### src/verilog/ir_bridge_pkg.sv
// constants for the infrared bridge host-line and start-up core
// Contract
// host drives request-to-send low when ready to take data, high when not.
// request-to-send is local flow control only, never tied to remote bits.
// sample carrier-detect and report it; low is carrier, high is none.
// host serial and infrared ports run fixed 9600 baud from device clock.
// after power-up run power-up delay, then oscillator start-up delay.
// no traffic on either side until both start-up delays have finished.
// device stays in reset while the reset input is low.
// after reset goes high, finish the reset sequence, then operate.
// all timing, bit clock included, comes from the single device clock.
// sixteen bit-clock ticks make one serial bit time.
// zero bit is low 7, high 3, low 6 ticks; one bit stays low.
// clear-to-send low lets host send, high stops it, by buffer room.
// after clear-to-send goes high still accept six more host bytes.
// reset, request-to-send and carrier-detect are synchronised first.
package ir_bridge_pkg;
  localparam int unsigned CLK_HZ        = 250_000_000;
  localparam int unsigned CLK_MHZ       = CLK_HZ / 1_000_000;
  localparam int unsigned BAUD_RATE     = 9600;
  localparam int unsigned TICKS_PER_BIT = 16;
  localparam int unsigned TICK_DIV      =
    (CLK_HZ + BAUD_RATE * TICKS_PER_BIT / 2) / (BAUD_RATE * TICKS_PER_BIT);
  localparam int unsigned POWER_UP_DELAY_US = 1000;
  localparam int unsigned POWER_UP_CYCLES   = POWER_UP_DELAY_US * CLK_MHZ;
  localparam int unsigned OSC_START_DELAY_US = 200;
  localparam int unsigned OSC_START_CYCLES   = OSC_START_DELAY_US * CLK_MHZ;
  localparam logic [3:0] IR_PULSE_FIRST = 4'h7;
  localparam logic [3:0] IR_PULSE_LAST  = 4'h9;
  localparam logic [3:0] TICK_LAST      = 4'hF;
  localparam logic [3:0] RX_MID_TICK    = 4'h7;
  localparam logic [3:0] STOP_BIT_IDX   = 4'h9;
  localparam int unsigned HOST_RX_DEPTH = 29;
  localparam int unsigned CTS_SLACK     = 6;
  localparam logic [7:0] REG_CTRL    = 8'h00;
  localparam logic [7:0] REG_STATUS  = 8'h04;
  localparam logic [7:0] REG_IR_TX   = 8'h08;
  localparam logic [7:0] REG_HOST_TX = 8'h0C;
  localparam logic [7:0] REG_HOST_RX = 8'h10;
  localparam int unsigned CTRL_IR_EN     = 0;
  localparam int unsigned CTRL_OVF_CLR   = 1;
  localparam int unsigned ST_RUN_BIT     = 0;
  localparam int unsigned ST_CARRIER     = 1;
  localparam int unsigned ST_HOST_READY  = 2;
  localparam int unsigned ST_CTS_HELD    = 3;
  localparam int unsigned ST_IR_PEND     = 4;
  localparam int unsigned ST_HOST_PEND   = 5;
  localparam int unsigned ST_OVERFLOW    = 6;
  localparam int unsigned ST_LEVEL_LSB   = 8;
  localparam int unsigned RX_VALID_BIT   = 8;
  localparam logic [1:0] RESP_OKAY   = 2'h0;
  localparam logic [1:0] RESP_SLVERR = 2'h2;
  typedef enum logic [2:0] {
    ST_POWER_UP  = 3'h1,
    ST_OSC_START = 3'h2,
    ST_RUN       = 3'h4
  } startup_state_t;
endpackage : ir_bridge_pkg

### src/verilog/byte_stream_if.sv
// byte hand-off between the register side and a serial shifter
`timescale 1ns/100ps
`default_nettype none
interface byte_stream_if;
  logic [7:0] data;
  logic       valid;
  logic       ready;
  modport src (output data, output valid, input ready);
  modport snk (input data, input valid, output ready);
endinterface : byte_stream_if
`default_nettype wire

### src/verilog/ir_bridge_host_lines_startup.sv
// host lines, start-up sequencing and fixed-rate serial timing of the bridge
//
// Design decisions made here: the AXI4-Lite register port and the register offsets.
`timescale 1ns/100ps
`default_nettype none
module ir_bridge_host_lines_startup
  import ir_bridge_pkg::*;
#(
  parameter int unsigned POWER_UP_CNT  = POWER_UP_CYCLES,
  parameter int unsigned OSC_START_CNT = OSC_START_CYCLES,
  parameter int unsigned RX_DEPTH      = HOST_RX_DEPTH,
  parameter int unsigned SLACK         = CTS_SLACK
) (
  input  wire logic        clk_i,
  input  wire logic        arst_n_i,
  input  wire logic        device_reset_n_i,
  input  wire logic        host_serial_in_i,
  output var  logic        host_serial_out_o,
  input  wire logic        request_to_send_n_i,
  input  wire logic        carrier_detect_n_i,
  output var  logic        clear_to_send_n_o,
  output var  logic        infrared_pulse_out_o,
  input  wire logic [7:0]  awaddr_i,
  input  wire logic        awvalid_i,
  output var  logic        awready_o,
  input  wire logic [31:0] wdata_i,
  input  wire logic [3:0]  wstrb_i,
  input  wire logic        wvalid_i,
  output var  logic        wready_o,
  output var  logic [1:0]  bresp_o,
  output var  logic        bvalid_o,
  input  wire logic        bready_i,
  input  wire logic [7:0]  araddr_i,
  input  wire logic        arvalid_i,
  output var  logic        arready_o,
  output var  logic [31:0] rdata_o,
  output var  logic [1:0]  rresp_o,
  output var  logic        rvalid_o,
  input  wire logic        rready_i
);
  localparam int unsigned MAX_DLY = (POWER_UP_CNT > OSC_START_CNT)
                                    ? POWER_UP_CNT : OSC_START_CNT;
  localparam int unsigned DLY_W = $clog2(MAX_DLY + 1);
  localparam int unsigned PTR_W = $clog2(RX_DEPTH);
  localparam int unsigned LVL_W = $clog2(RX_DEPTH + 1);
  localparam int unsigned DIV_W = $clog2(TICK_DIV);
  localparam logic [LVL_W-1:0] DEPTH_L = LVL_W'(RX_DEPTH);
  localparam logic [LVL_W-1:0] HOLD_L  = LVL_W'(RX_DEPTH - SLACK);

  if (RX_DEPTH < 2 || SLACK >= RX_DEPTH || POWER_UP_CNT < 1
      || OSC_START_CNT < 1 || TICK_DIV < 2) begin : g_bad_param
    $error("unsupported parameter values");
  end

  function automatic logic [PTR_W-1:0] ptr_inc(input logic [PTR_W-1:0] p);
    ptr_inc = (p == PTR_W'(RX_DEPTH - 1)) ? '0 : p + PTR_W'(1);
  endfunction : ptr_inc

  // pin synchronisers: bit 3 reset, 2 rts, 1 carrier, 0 serial in
  logic [3:0] sync1_reg;
  logic [3:0] sync2_reg;
  logic [3:0] sync3_reg;
  logic [3:0] pin_reg;

  always_ff @(posedge clk_i or negedge arst_n_i) begin
    if (!arst_n_i) begin
      sync1_reg <= 4'hF;
      sync2_reg <= 4'hF;
      sync3_reg <= 4'hF;
      pin_reg   <= 4'hF;
    end else begin
      sync1_reg <= {device_reset_n_i, request_to_send_n_i,
                    carrier_detect_n_i, host_serial_in_i};
      sync2_reg <= sync1_reg;
      sync3_reg <= sync2_reg;
      pin_reg   <= (sync2_reg & sync3_reg)
                   | (pin_reg & (sync2_reg | sync3_reg));
    end
  end

  logic dev_rst_n;
  logic rts_n;
  logic carrier_n;
  logic serial_in;
  assign dev_rst_n = pin_reg[3];
  assign rts_n     = pin_reg[2];
  assign carrier_n = pin_reg[1];
  assign serial_in = pin_reg[0];

  // start-up sequence: power-up delay, then oscillator start-up delay
  startup_state_t   state_reg;
  logic [DLY_W-1:0] dly_reg;
  logic             run;

  always_ff @(posedge clk_i or negedge arst_n_i) begin
    if (!arst_n_i) begin
      state_reg <= ST_POWER_UP;
      dly_reg   <= '0;
    end else if (!dev_rst_n) begin
      state_reg <= ST_POWER_UP;
      dly_reg   <= '0;
    end else begin
      case (state_reg)
        ST_POWER_UP: begin
          if (dly_reg == DLY_W'(POWER_UP_CNT - 1)) begin
            state_reg <= ST_OSC_START;
            dly_reg   <= '0;
          end else begin
            dly_reg <= dly_reg + DLY_W'(1);
          end
        end
        ST_OSC_START: begin
          if (dly_reg == DLY_W'(OSC_START_CNT - 1)) begin
            state_reg <= ST_RUN;
          end else begin
            dly_reg <= dly_reg + DLY_W'(1);
          end
        end
        default: state_reg <= ST_RUN;
      endcase
    end
  end

  assign run = (state_reg == ST_RUN);

  // bit-clock ticks, sixteen per bit, from the one system clock
  logic [DIV_W-1:0] div_reg;
  logic             tick_reg;

  always_ff @(posedge clk_i or negedge arst_n_i) begin
    if (!arst_n_i) begin
      div_reg  <= '0;
      tick_reg <= 1'b0;
    end else if (div_reg == DIV_W'(TICK_DIV - 1)) begin
      div_reg  <= '0;
      tick_reg <= 1'b1;
    end else begin
      div_reg  <= div_reg + DIV_W'(1);
      tick_reg <= 1'b0;
    end
  end

  // host serial receiver, sampled at mid-bit
  logic       rx_active_reg;
  logic [3:0] rx_tick_reg;
  logic [3:0] rx_bit_reg;
  logic [7:0] rx_shift_reg;
  logic       rx_stop;
  logic       rx_push;

  assign rx_stop = rx_active_reg && tick_reg && rx_tick_reg == RX_MID_TICK
                   && rx_bit_reg == STOP_BIT_IDX && serial_in;

  always_ff @(posedge clk_i or negedge arst_n_i) begin
    if (!arst_n_i) begin
      rx_active_reg <= 1'b0;
      rx_tick_reg   <= 4'h0;
      rx_bit_reg    <= 4'h0;
      rx_shift_reg  <= 8'h00;
    end else if (!run) begin
      rx_active_reg <= 1'b0;
    end else if (!rx_active_reg) begin
      if (!serial_in) begin
        rx_active_reg <= 1'b1;
        rx_tick_reg   <= 4'h0;
        rx_bit_reg    <= 4'h0;
      end
    end else if (tick_reg) begin
      rx_tick_reg <= rx_tick_reg + 4'h1;
      if (rx_tick_reg == RX_MID_TICK) begin
        rx_bit_reg <= rx_bit_reg + 4'h1;
        if (rx_bit_reg == 4'h0 && serial_in) begin
          rx_active_reg <= 1'b0;
        end else if (rx_bit_reg == STOP_BIT_IDX) begin
          rx_active_reg <= 1'b0;
        end else if (rx_bit_reg != 4'h0) begin
          rx_shift_reg <= {serial_in, rx_shift_reg[7:1]};
        end
      end
    end
  end

  // host receive buffer with clear-to-send flow control
  logic [7:0]       rx_mem [RX_DEPTH];
  logic [PTR_W-1:0] wr_ptr_reg;
  logic [PTR_W-1:0] rd_ptr_reg;
  logic [LVL_W-1:0] level_reg;
  logic             rx_pop;
  logic             overflow_reg;
  logic             ovf_clr;

  assign rx_push = rx_stop && level_reg != DEPTH_L;

  always_ff @(posedge clk_i) begin
    if (rx_push) begin
      rx_mem[wr_ptr_reg] <= rx_shift_reg;
    end
  end

  always_ff @(posedge clk_i or negedge arst_n_i) begin
    if (!arst_n_i) begin
      wr_ptr_reg <= '0;
      rd_ptr_reg <= '0;
      level_reg  <= '0;
    end else if (!run) begin
      wr_ptr_reg <= '0;
      rd_ptr_reg <= '0;
      level_reg  <= '0;
    end else begin
      if (rx_push) begin
        wr_ptr_reg <= ptr_inc(wr_ptr_reg);
      end
      if (rx_pop) begin
        rd_ptr_reg <= ptr_inc(rd_ptr_reg);
      end
      if (rx_push && !rx_pop) begin
        level_reg <= level_reg + LVL_W'(1);
      end else if (rx_pop && !rx_push) begin
        level_reg <= level_reg - LVL_W'(1);
      end
    end
  end

  always_ff @(posedge clk_i or negedge arst_n_i) begin
    if (!arst_n_i) begin
      overflow_reg <= 1'b0;
    end else if (rx_stop && level_reg == DEPTH_L) begin
      overflow_reg <= 1'b1;
    end else if (ovf_clr) begin
      overflow_reg <= 1'b0;
    end
  end

  always_ff @(posedge clk_i or negedge arst_n_i) begin
    if (!arst_n_i) begin
      clear_to_send_n_o <= 1'b1;
    end else begin
      clear_to_send_n_o <= !run || level_reg >= HOLD_L;
    end
  end

  // transmit paths: one to the host, one pulse-coded onto the infrared line
  byte_stream_if host_tx ();
  byte_stream_if ir_tx ();
  logic       host_pend_reg;
  logic       ir_pend_reg;
  logic [7:0] host_byte_reg;
  logic [7:0] ir_byte_reg;
  logic       ir_en_reg;

  assign host_tx.data  = host_byte_reg;
  assign host_tx.valid = host_pend_reg && !rts_n;
  assign ir_tx.data    = ir_byte_reg;
  assign ir_tx.valid   = ir_pend_reg && ir_en_reg;

  serial_shifter #(.INFRARED(1'b0)) u_host_tx (
    .clk_i    (clk_i),
    .arst_n_i (arst_n_i),
    .run_i    (run),
    .tick_i   (tick_reg),
    .feed     (host_tx),
    .line_o   (host_serial_out_o)
  );

  serial_shifter #(.INFRARED(1'b1)) u_ir_tx (
    .clk_i    (clk_i),
    .arst_n_i (arst_n_i),
    .run_i    (run),
    .tick_i   (tick_reg),
    .feed     (ir_tx),
    .line_o   (infrared_pulse_out_o)
  );

  // register write channel; address and data accepted in either order
  logic        aw_full_reg;
  logic        w_full_reg;
  logic [7:0]  waddr_reg;
  logic [31:0] wdata_reg;
  logic        wbyte_reg;
  logic        wr_fire;
  logic        wr_err;

  assign wr_fire = aw_full_reg && w_full_reg && !bvalid_o;

  always_comb begin
    if (waddr_reg == REG_CTRL || waddr_reg == REG_STATUS
        || waddr_reg == REG_HOST_RX) begin
      wr_err = 1'b0;
    end else if (waddr_reg == REG_IR_TX) begin
      wr_err = !run || ir_pend_reg;
    end else if (waddr_reg == REG_HOST_TX) begin
      wr_err = !run || host_pend_reg;
    end else begin
      wr_err = 1'b1;
    end
  end

  assign ovf_clr = wr_fire && waddr_reg == REG_CTRL && wbyte_reg
                   && wdata_reg[CTRL_OVF_CLR];

  always_ff @(posedge clk_i or negedge arst_n_i) begin
    if (!arst_n_i) begin
      awready_o   <= 1'b1;
      wready_o    <= 1'b1;
      aw_full_reg <= 1'b0;
      w_full_reg  <= 1'b0;
      waddr_reg   <= 8'h00;
      wdata_reg   <= 32'h0000_0000;
      wbyte_reg   <= 1'b0;
      bvalid_o    <= 1'b0;
      bresp_o     <= RESP_OKAY;
    end else begin
      if (awvalid_i && awready_o) begin
        waddr_reg   <= awaddr_i;
        aw_full_reg <= 1'b1;
        awready_o   <= 1'b0;
      end
      if (wvalid_i && wready_o) begin
        wdata_reg  <= wdata_i;
        wbyte_reg  <= wstrb_i[0];
        w_full_reg <= 1'b1;
        wready_o   <= 1'b0;
      end
      if (wr_fire) begin
        aw_full_reg <= 1'b0;
        w_full_reg  <= 1'b0;
        bvalid_o    <= 1'b1;
        bresp_o     <= wr_err ? RESP_SLVERR : RESP_OKAY;
      end
      if (bvalid_o && bready_i) begin
        bvalid_o  <= 1'b0;
        awready_o <= 1'b1;
        wready_o  <= 1'b1;
      end
    end
  end

  always_ff @(posedge clk_i or negedge arst_n_i) begin
    if (!arst_n_i) begin
      ir_en_reg     <= 1'b0;
      host_pend_reg <= 1'b0;
      ir_pend_reg   <= 1'b0;
      host_byte_reg <= 8'h00;
      ir_byte_reg   <= 8'h00;
    end else begin
      if (wr_fire && !wr_err && wbyte_reg) begin
        if (waddr_reg == REG_CTRL) begin
          ir_en_reg <= wdata_reg[CTRL_IR_EN];
        end else if (waddr_reg == REG_IR_TX) begin
          ir_byte_reg <= wdata_reg[7:0];
          ir_pend_reg <= 1'b1;
        end else if (waddr_reg == REG_HOST_TX) begin
          host_byte_reg <= wdata_reg[7:0];
          host_pend_reg <= 1'b1;
        end
      end
      if (!run || (host_tx.valid && host_tx.ready)) begin
        host_pend_reg <= 1'b0;
      end
      if (!run || (ir_tx.valid && ir_tx.ready)) begin
        ir_pend_reg <= 1'b0;
      end
    end
  end

  // register read channel; reading the receive data pops one byte
  logic [31:0] status_word;
  logic        ar_take;

  assign ar_take = arvalid_i && arready_o;
  assign rx_pop  = ar_take && araddr_i == REG_HOST_RX && level_reg != '0;

  always_comb begin
    status_word                   = 32'h0000_0000;
    status_word[ST_RUN_BIT]       = run;
    status_word[ST_CARRIER]       = !carrier_n;
    status_word[ST_HOST_READY]    = !rts_n;
    status_word[ST_CTS_HELD]      = clear_to_send_n_o;
    status_word[ST_IR_PEND]       = ir_pend_reg;
    status_word[ST_HOST_PEND]     = host_pend_reg;
    status_word[ST_OVERFLOW]      = overflow_reg;
    status_word[ST_LEVEL_LSB +: LVL_W] = level_reg;
  end

  always_ff @(posedge clk_i or negedge arst_n_i) begin
    if (!arst_n_i) begin
      arready_o <= 1'b1;
      rvalid_o  <= 1'b0;
      rdata_o   <= 32'h0000_0000;
      rresp_o   <= RESP_OKAY;
    end else if (ar_take) begin
      arready_o <= 1'b0;
      rvalid_o  <= 1'b1;
      rresp_o   <= RESP_OKAY;
      rdata_o   <= 32'h0000_0000;
      if (araddr_i == REG_CTRL) begin
        rdata_o[CTRL_IR_EN] <= ir_en_reg;
      end else if (araddr_i == REG_STATUS) begin
        rdata_o <= status_word;
      end else if (araddr_i == REG_HOST_RX) begin
        rdata_o[RX_VALID_BIT] <= rx_pop;
        rdata_o[7:0] <= rx_pop ? rx_mem[rd_ptr_reg] : 8'h00;
      end else if (araddr_i == REG_IR_TX || araddr_i == REG_HOST_TX) begin
        rresp_o <= RESP_OKAY;
      end else begin
        rresp_o <= RESP_SLVERR;
      end
    end else if (rvalid_o && rready_i) begin
      rvalid_o  <= 1'b0;
      arready_o <= 1'b1;
    end
  end
endmodule : ir_bridge_host_lines_startup
`default_nettype wire

### src/verilog/serial_shifter.sv
// ten-bit frame shifter, plain serial or pulse-coded infrared line
`timescale 1ns/100ps
`default_nettype none
module serial_shifter
  import ir_bridge_pkg::*;
#(
  parameter bit INFRARED = 1'b0
) (
  input  wire logic        clk_i,
  input  wire logic        arst_n_i,
  input  wire logic        run_i,
  input  wire logic        tick_i,
  byte_stream_if.snk       feed,
  output var  logic        line_o
);
  localparam logic IDLE_LEVEL = !INFRARED;

  logic [9:0] frame_reg;
  logic [3:0] tick_reg;
  logic [3:0] bit_reg;
  logic       active_reg;

  assign feed.ready = run_i && !active_reg;

  always_ff @(posedge clk_i or negedge arst_n_i) begin
    if (!arst_n_i) begin
      frame_reg  <= 10'h3FF;
      tick_reg   <= 4'h0;
      bit_reg    <= 4'h0;
      active_reg <= 1'b0;
    end else if (!run_i) begin
      active_reg <= 1'b0;
    end else if (!active_reg) begin
      if (feed.valid) begin
        frame_reg  <= {1'b1, feed.data, 1'b0};
        tick_reg   <= 4'h0;
        bit_reg    <= 4'h0;
        active_reg <= 1'b1;
      end
    end else if (tick_i) begin
      tick_reg <= tick_reg + 4'h1;
      if (tick_reg == TICK_LAST) begin
        frame_reg <= {1'b1, frame_reg[9:1]};
        bit_reg   <= bit_reg + 4'h1;
        if (bit_reg == STOP_BIT_IDX) begin
          active_reg <= 1'b0;
        end
      end
    end
  end

  // infrared: zero bits carry a three-tick pulse, ones leave the line low; plain serial follows the frame bit
  always_ff @(posedge clk_i or negedge arst_n_i) begin
    if (!arst_n_i) begin
      line_o <= IDLE_LEVEL;
    end else if (!active_reg) begin
      line_o <= IDLE_LEVEL;
    end else if (INFRARED) begin
      line_o <= !frame_reg[0] && tick_reg >= IR_PULSE_FIRST
                && tick_reg <= IR_PULSE_LAST;
    end else begin
      line_o <= frame_reg[0];
    end
  end
endmodule : serial_shifter
`default_nettype wire
### config.mk
export PLATFORM = sky130hd
export DESIGN_NAME = ir_bridge_host_lines_startup
export DESIGN_NICKNAME = d
export VERILOG_FILES = /design/src/verilog/ir_bridge_pkg.sv /design/src/verilog/byte_stream_if.sv /design/src/verilog/ir_bridge_host_lines_startup.sv /design/src/verilog/serial_shifter.sv
export SDC_FILE = /design/constraint.sdc
export NUM_CORES = 1
export LEC_CHECK = 0
export BUFFER_PORTS_ARGS = -buffer_cell sky130_fd_sc_hd__buf_2
export CAP_MARGIN = 10
export CORE_AREA = 2 2 163 325
export DETAILED_ROUTE_END_ITERATION = 8
export DIE_AREA = 0 0 165 327
export PLACE_DENSITY_LB_ADDON = 0.08
export SLEW_MARGIN = 20
export SYNTH_ARGS = -nofsm -noshare
export SYNTH_HDL_FRONTEND = slang
export SYNTH_HIERARCHICAL = 1
export SYNTH_SLANG_ARGS = --single-unit
### constraint.sdc
create_clock -name clk_i -period 3.3 [get_ports clk_i]
set_clock_uncertainty 0.1 [all_clocks]
set_input_delay 0.66 -clock clk_i [delete_from_list [all_inputs] [get_ports clk_i]]
set_output_delay 0.66 -clock clk_i [all_outputs]
set_load 0.01 [all_outputs]
==> results.py <==
metrics = {
    "global_routing": {
        "track_usage_pct": 17.50,
        "globalRoute.totalOverflow": 0,
        "grt_max_degree": 56,
        "first_global_vias": 11453,
        "antenna_found_initial": 1,
        "grt_pass1_wl_um": 70440,
    },
    "sta": {
        "fin_ws_ns": 0.2082,
        "hold_viol": 0,
        "worstMarginPinSlew_ns": 1.065,
        "setup-tns-final_ns": 0,
        "max_freq_mhz": 323.4,
        "rsz0062_at_grt": "false",
        "slew_viol_final": 0,
        "setup_viol": 0,
        "period_share_pct": 93.69,
        "relSlewSlack_pct": 29.00,
        "period_needed_ns": 3.092,
    },
    "yosys": {
        "synth_top_area_share_pct": 39.01,
        "synth_area_per_cell_um2": 14.37,
        "synthArstFlopShare_pct": 43.55,
        "synth_seq_cells": 411,
        "yosys_warnings": 6,
        "synth.largest_area_cell": "edfxtp_1",
        "syn_area_mm2": 0.01786,
        "synth_edf_count": 232,
        "yosysSeqAreaShare_pct": 64.36,
        "synth.area.top_cells": "edfxtp_1 39%, dfrtp_1 19%, mux4_2 7.3%",
        "synth_cells": 1243,
        "yosysUniqueCellTypes": 76,
        "ys.flop_type": "edfxtp_1",
    },
    "critical_path": {
        "cp_num_buf_inv": 0,
        "cp_slowest_cell": "fa_1",
        "crit_fanout": 5,
        "worst_ep_required_time_ns": 3.65,
        "end_kind": "flop",
        "cp-start-kind": "flop",
        "path_delay_family": "simple AND/OR/NAND/NOR gates",
        "worstPathArrival_ns": 3.44,
        "slowest_delay_ns": 0.44,
        "critical_path_class": "flop to flop",
        "r2r-end": "level_reg[4]",
        "reg2reg_depth": 11,
        "crit_chain": "ha_1 > nand4b_1 > nor3_2 > and3_1 > nand2_1 > fa_1 > a21o_1 > a21oi_1 > a31oi_1 > mux2i_1 > mux2_2",
        "rr_startpoint": "rx_tick_reg[0]",
        "rrSetupSlack_ns": 0.21,
    },
    "run": {
        "cap_violations": 0,
    },
    "min_path": {
        "worstHoldStart": "request_to_send_n_i",
        "whs_path_depth": 1,
        "min_path_type": "primary input to flop",
        "hold_path_end": "sync1_reg[2]",
    },
    "cells_and_area": {
        "area.growth.synth_to_final_pct": 15.05,
        "final_core_util_pct": 39.88,
        "layout_commonest_cell": "edfxtp_1",
        "final_cell_mix": "232 x edfxtp_1, 132 x dfrtp_1, 91 x nor2_1, 67 x nand2_1, 58 x mux4_2",
        "largest_register_ffs": 232,
        "final_nets": 1441,
        "num_antenna_cells": 0,
        "drive_gt1_share_pct": 24.91,
    },
    "placement": {
        "dpl_worst_slack_ns": 0.1835,
        "gp_congestion": 0.8079,
        "port_buffers": 58,
        "hpwl_um": 32050,
    },
    "floorplanning": {
        "die_w_um": 165,
        "io-pin-count": 107,
        "rows": 118,
        "start_util_pct": 34.66,
        "core_area_mm2": 0.05153,
        "die_h_um": 327,
        "die_area_mm2": 0.05396,
    },
    "pwr": {
        "p_leak_nw": 6.923,
        "p_switching_mw": 2.352,
        "ir_drop_v": 0.0004235,
        "p_per_area_mw_per_mm2": 528.3,
        "comb_power_share_pct": 4.0,
        "p_sw_share_pct": 21.66,
        "pwr-share-clk_pct": 43.4,
        "intPower_mw": 8.505,
        "seqPwrFrac_pct": 52.7,
    },
    "route": {
        "ant_nets": 0,
        "vias": 10674,
        "viasPerCell": 5.220,
        "dr.first_iter.drc_count": 682,
        "drc": 0,
        "first_pass_iters": 5,
        "wirelength_um": 46110,
        "wl_per_cell_um": 22.55,
    },
    "clock_tree": {
        "cts-resized-gates": 0,
        "numCtsBuffers": 41,
        "cts.sinks": 411,
        "cts_root_buf": "clkbuf_16",
        "clkLatencyLatePin_ns": 0.56,
        "cts_tree": "built",
        "h-tree-depth": 2,
        "clkSlewWorstSetupHoldPaths_ns": 0.06,
        "clockBufferDepth": 3,
    },
    "status": {
        "outcome": "finished clean",
    },
}
==> cell type report <==
class                   count  area [um^2]
flip-flops and latches    411        11510
clock buffers              60         1180
clock inverters            15        152.6
multi-input cells         747         5947
repair buffers            120        817.0
well taps                 660        825.8
inverters                  32        120.1
fillers                  4855        30980
==> through the flow <==
step	area, um^2	std cells	total power, mW	hold slack [ns]
floorplan	17940	1263	6.061	0.2452
global placement	19200	1969	6.257	0.2469
detailed placement	19200	1969	6.265	0.2479
CTS	20540	2045	11.03	0.06844
global route	20550	2045	11.28	0.07564
finish	20550	2045	10.86	0.09666
==> power by group through the flow <==
stage | Combinational (mW) | Clock (mW) | Sequential [mW]
6_report | 0.429 | 4.71 | 5.72
5_1_grt | 0.487 | 5.04 | 5.75
4_1_cts | 0.443 | 4.87 | 5.72
3_5_place_dp | 0.440 | 0 | 5.83
3_3_place_gp | 0.434 | 0 | 5.82
2_1_floorplan | 0.275 | 0 | 5.79
==> logic make-up (layout without fill, tap and decap cells) <==
family / count (synthesis) / in the layout / share of synthesized area (%)
xor+xnor: 21 / 21 / 1.030
simple gates: 346 / 346 / 10.18
buf+inv: 105 / 227 / 2.809
mux: 136 / 136 / 12.01
fa+ha+maj: 29 / 29 / 2.018
compound gates: 194 / 194 / 7.566
flops: 411 / 411 / 64.36
other cells: 1 / 21 / 0.02100
==> Yosys cell counts, types with 6 or more instances <==
cell type / instances
edfxtp_1: 232
dfrtp_1: 139
nor2_1: 91
nand2_1: 67
mux4_2: 58
o21ai_0: 48
mux2_2: 46
dfstp_2: 40
nand3_1: 40
clkbuf_1: 38
a21oi_1: 34
inv_1: 31
mux2i_1: 31
buf_4: 24
ha_1: 24
nand4_1: 23
nand2b_1: 21
nor2b_1: 18
a22o_1: 14
xor2_1: 14
a221o_1: 13
and3_1: 13
nor3_1: 11
a22oi_1: 9
o21ai_1: 9
and4_1: 8
buf_2: 8
o211ai_1: 8
or3_1: 8
a31oi_1: 7
and2_1: 7
and3b_1: 7
nand3b_1: 7
o221a_2: 7
xnor2_1: 7
o22ai_1: 6
==> worst reg2reg max path, cell delays in order (launching register included) <==
cell and delay, ns:
dfrtp_1 0.42, ha_1 0.22, nand4b_1 0.22, nor3_2 0.23, and3_1 0.22, nand2_1 0.15, fa_1 0.44, a21o_1 0.20
a21oi_1 0.21, a31oi_1 0.07, mux2i_1 0.15, mux2_2 0.35
==> worst max-delay path by stage <==
stage	cells past startpoint	startpoint	slack (ns)	end
2_1_floorplan	12	rx_tick_reg[0]	0.27	level_reg[4]
3_3_place_gp	11	araddr_i[5]	0.16	level_reg[4]
3_5_place_dp	11	araddr_i[5]	0.18	level_reg[4]
4_1_cts	11	rx_tick_reg[0]	0.20	level_reg[4]
5_1_grt	11	rx_tick_reg[0]	0.007	level_reg[4]
6_report	11	rx_tick_reg[0]	0.21	level_reg[4]
==> routing by layer <==
layer  global-route usage (%)  vias to the layer above  wire length, um
met1                    18.25                     5526            16460
met5                        0                        -                0
met3                    2.127                       61             1336
met2                    35.26                      170            27180
met4                    5.236                        0             1134
li1                         -                     4917                -
==> what timing repair did <==
action                                 CTS  global route
endpoints found under the hold margin   39             0
buffers inserted                         0             0
hold buffers                             1             0
(Power assumes the default switching activity.)
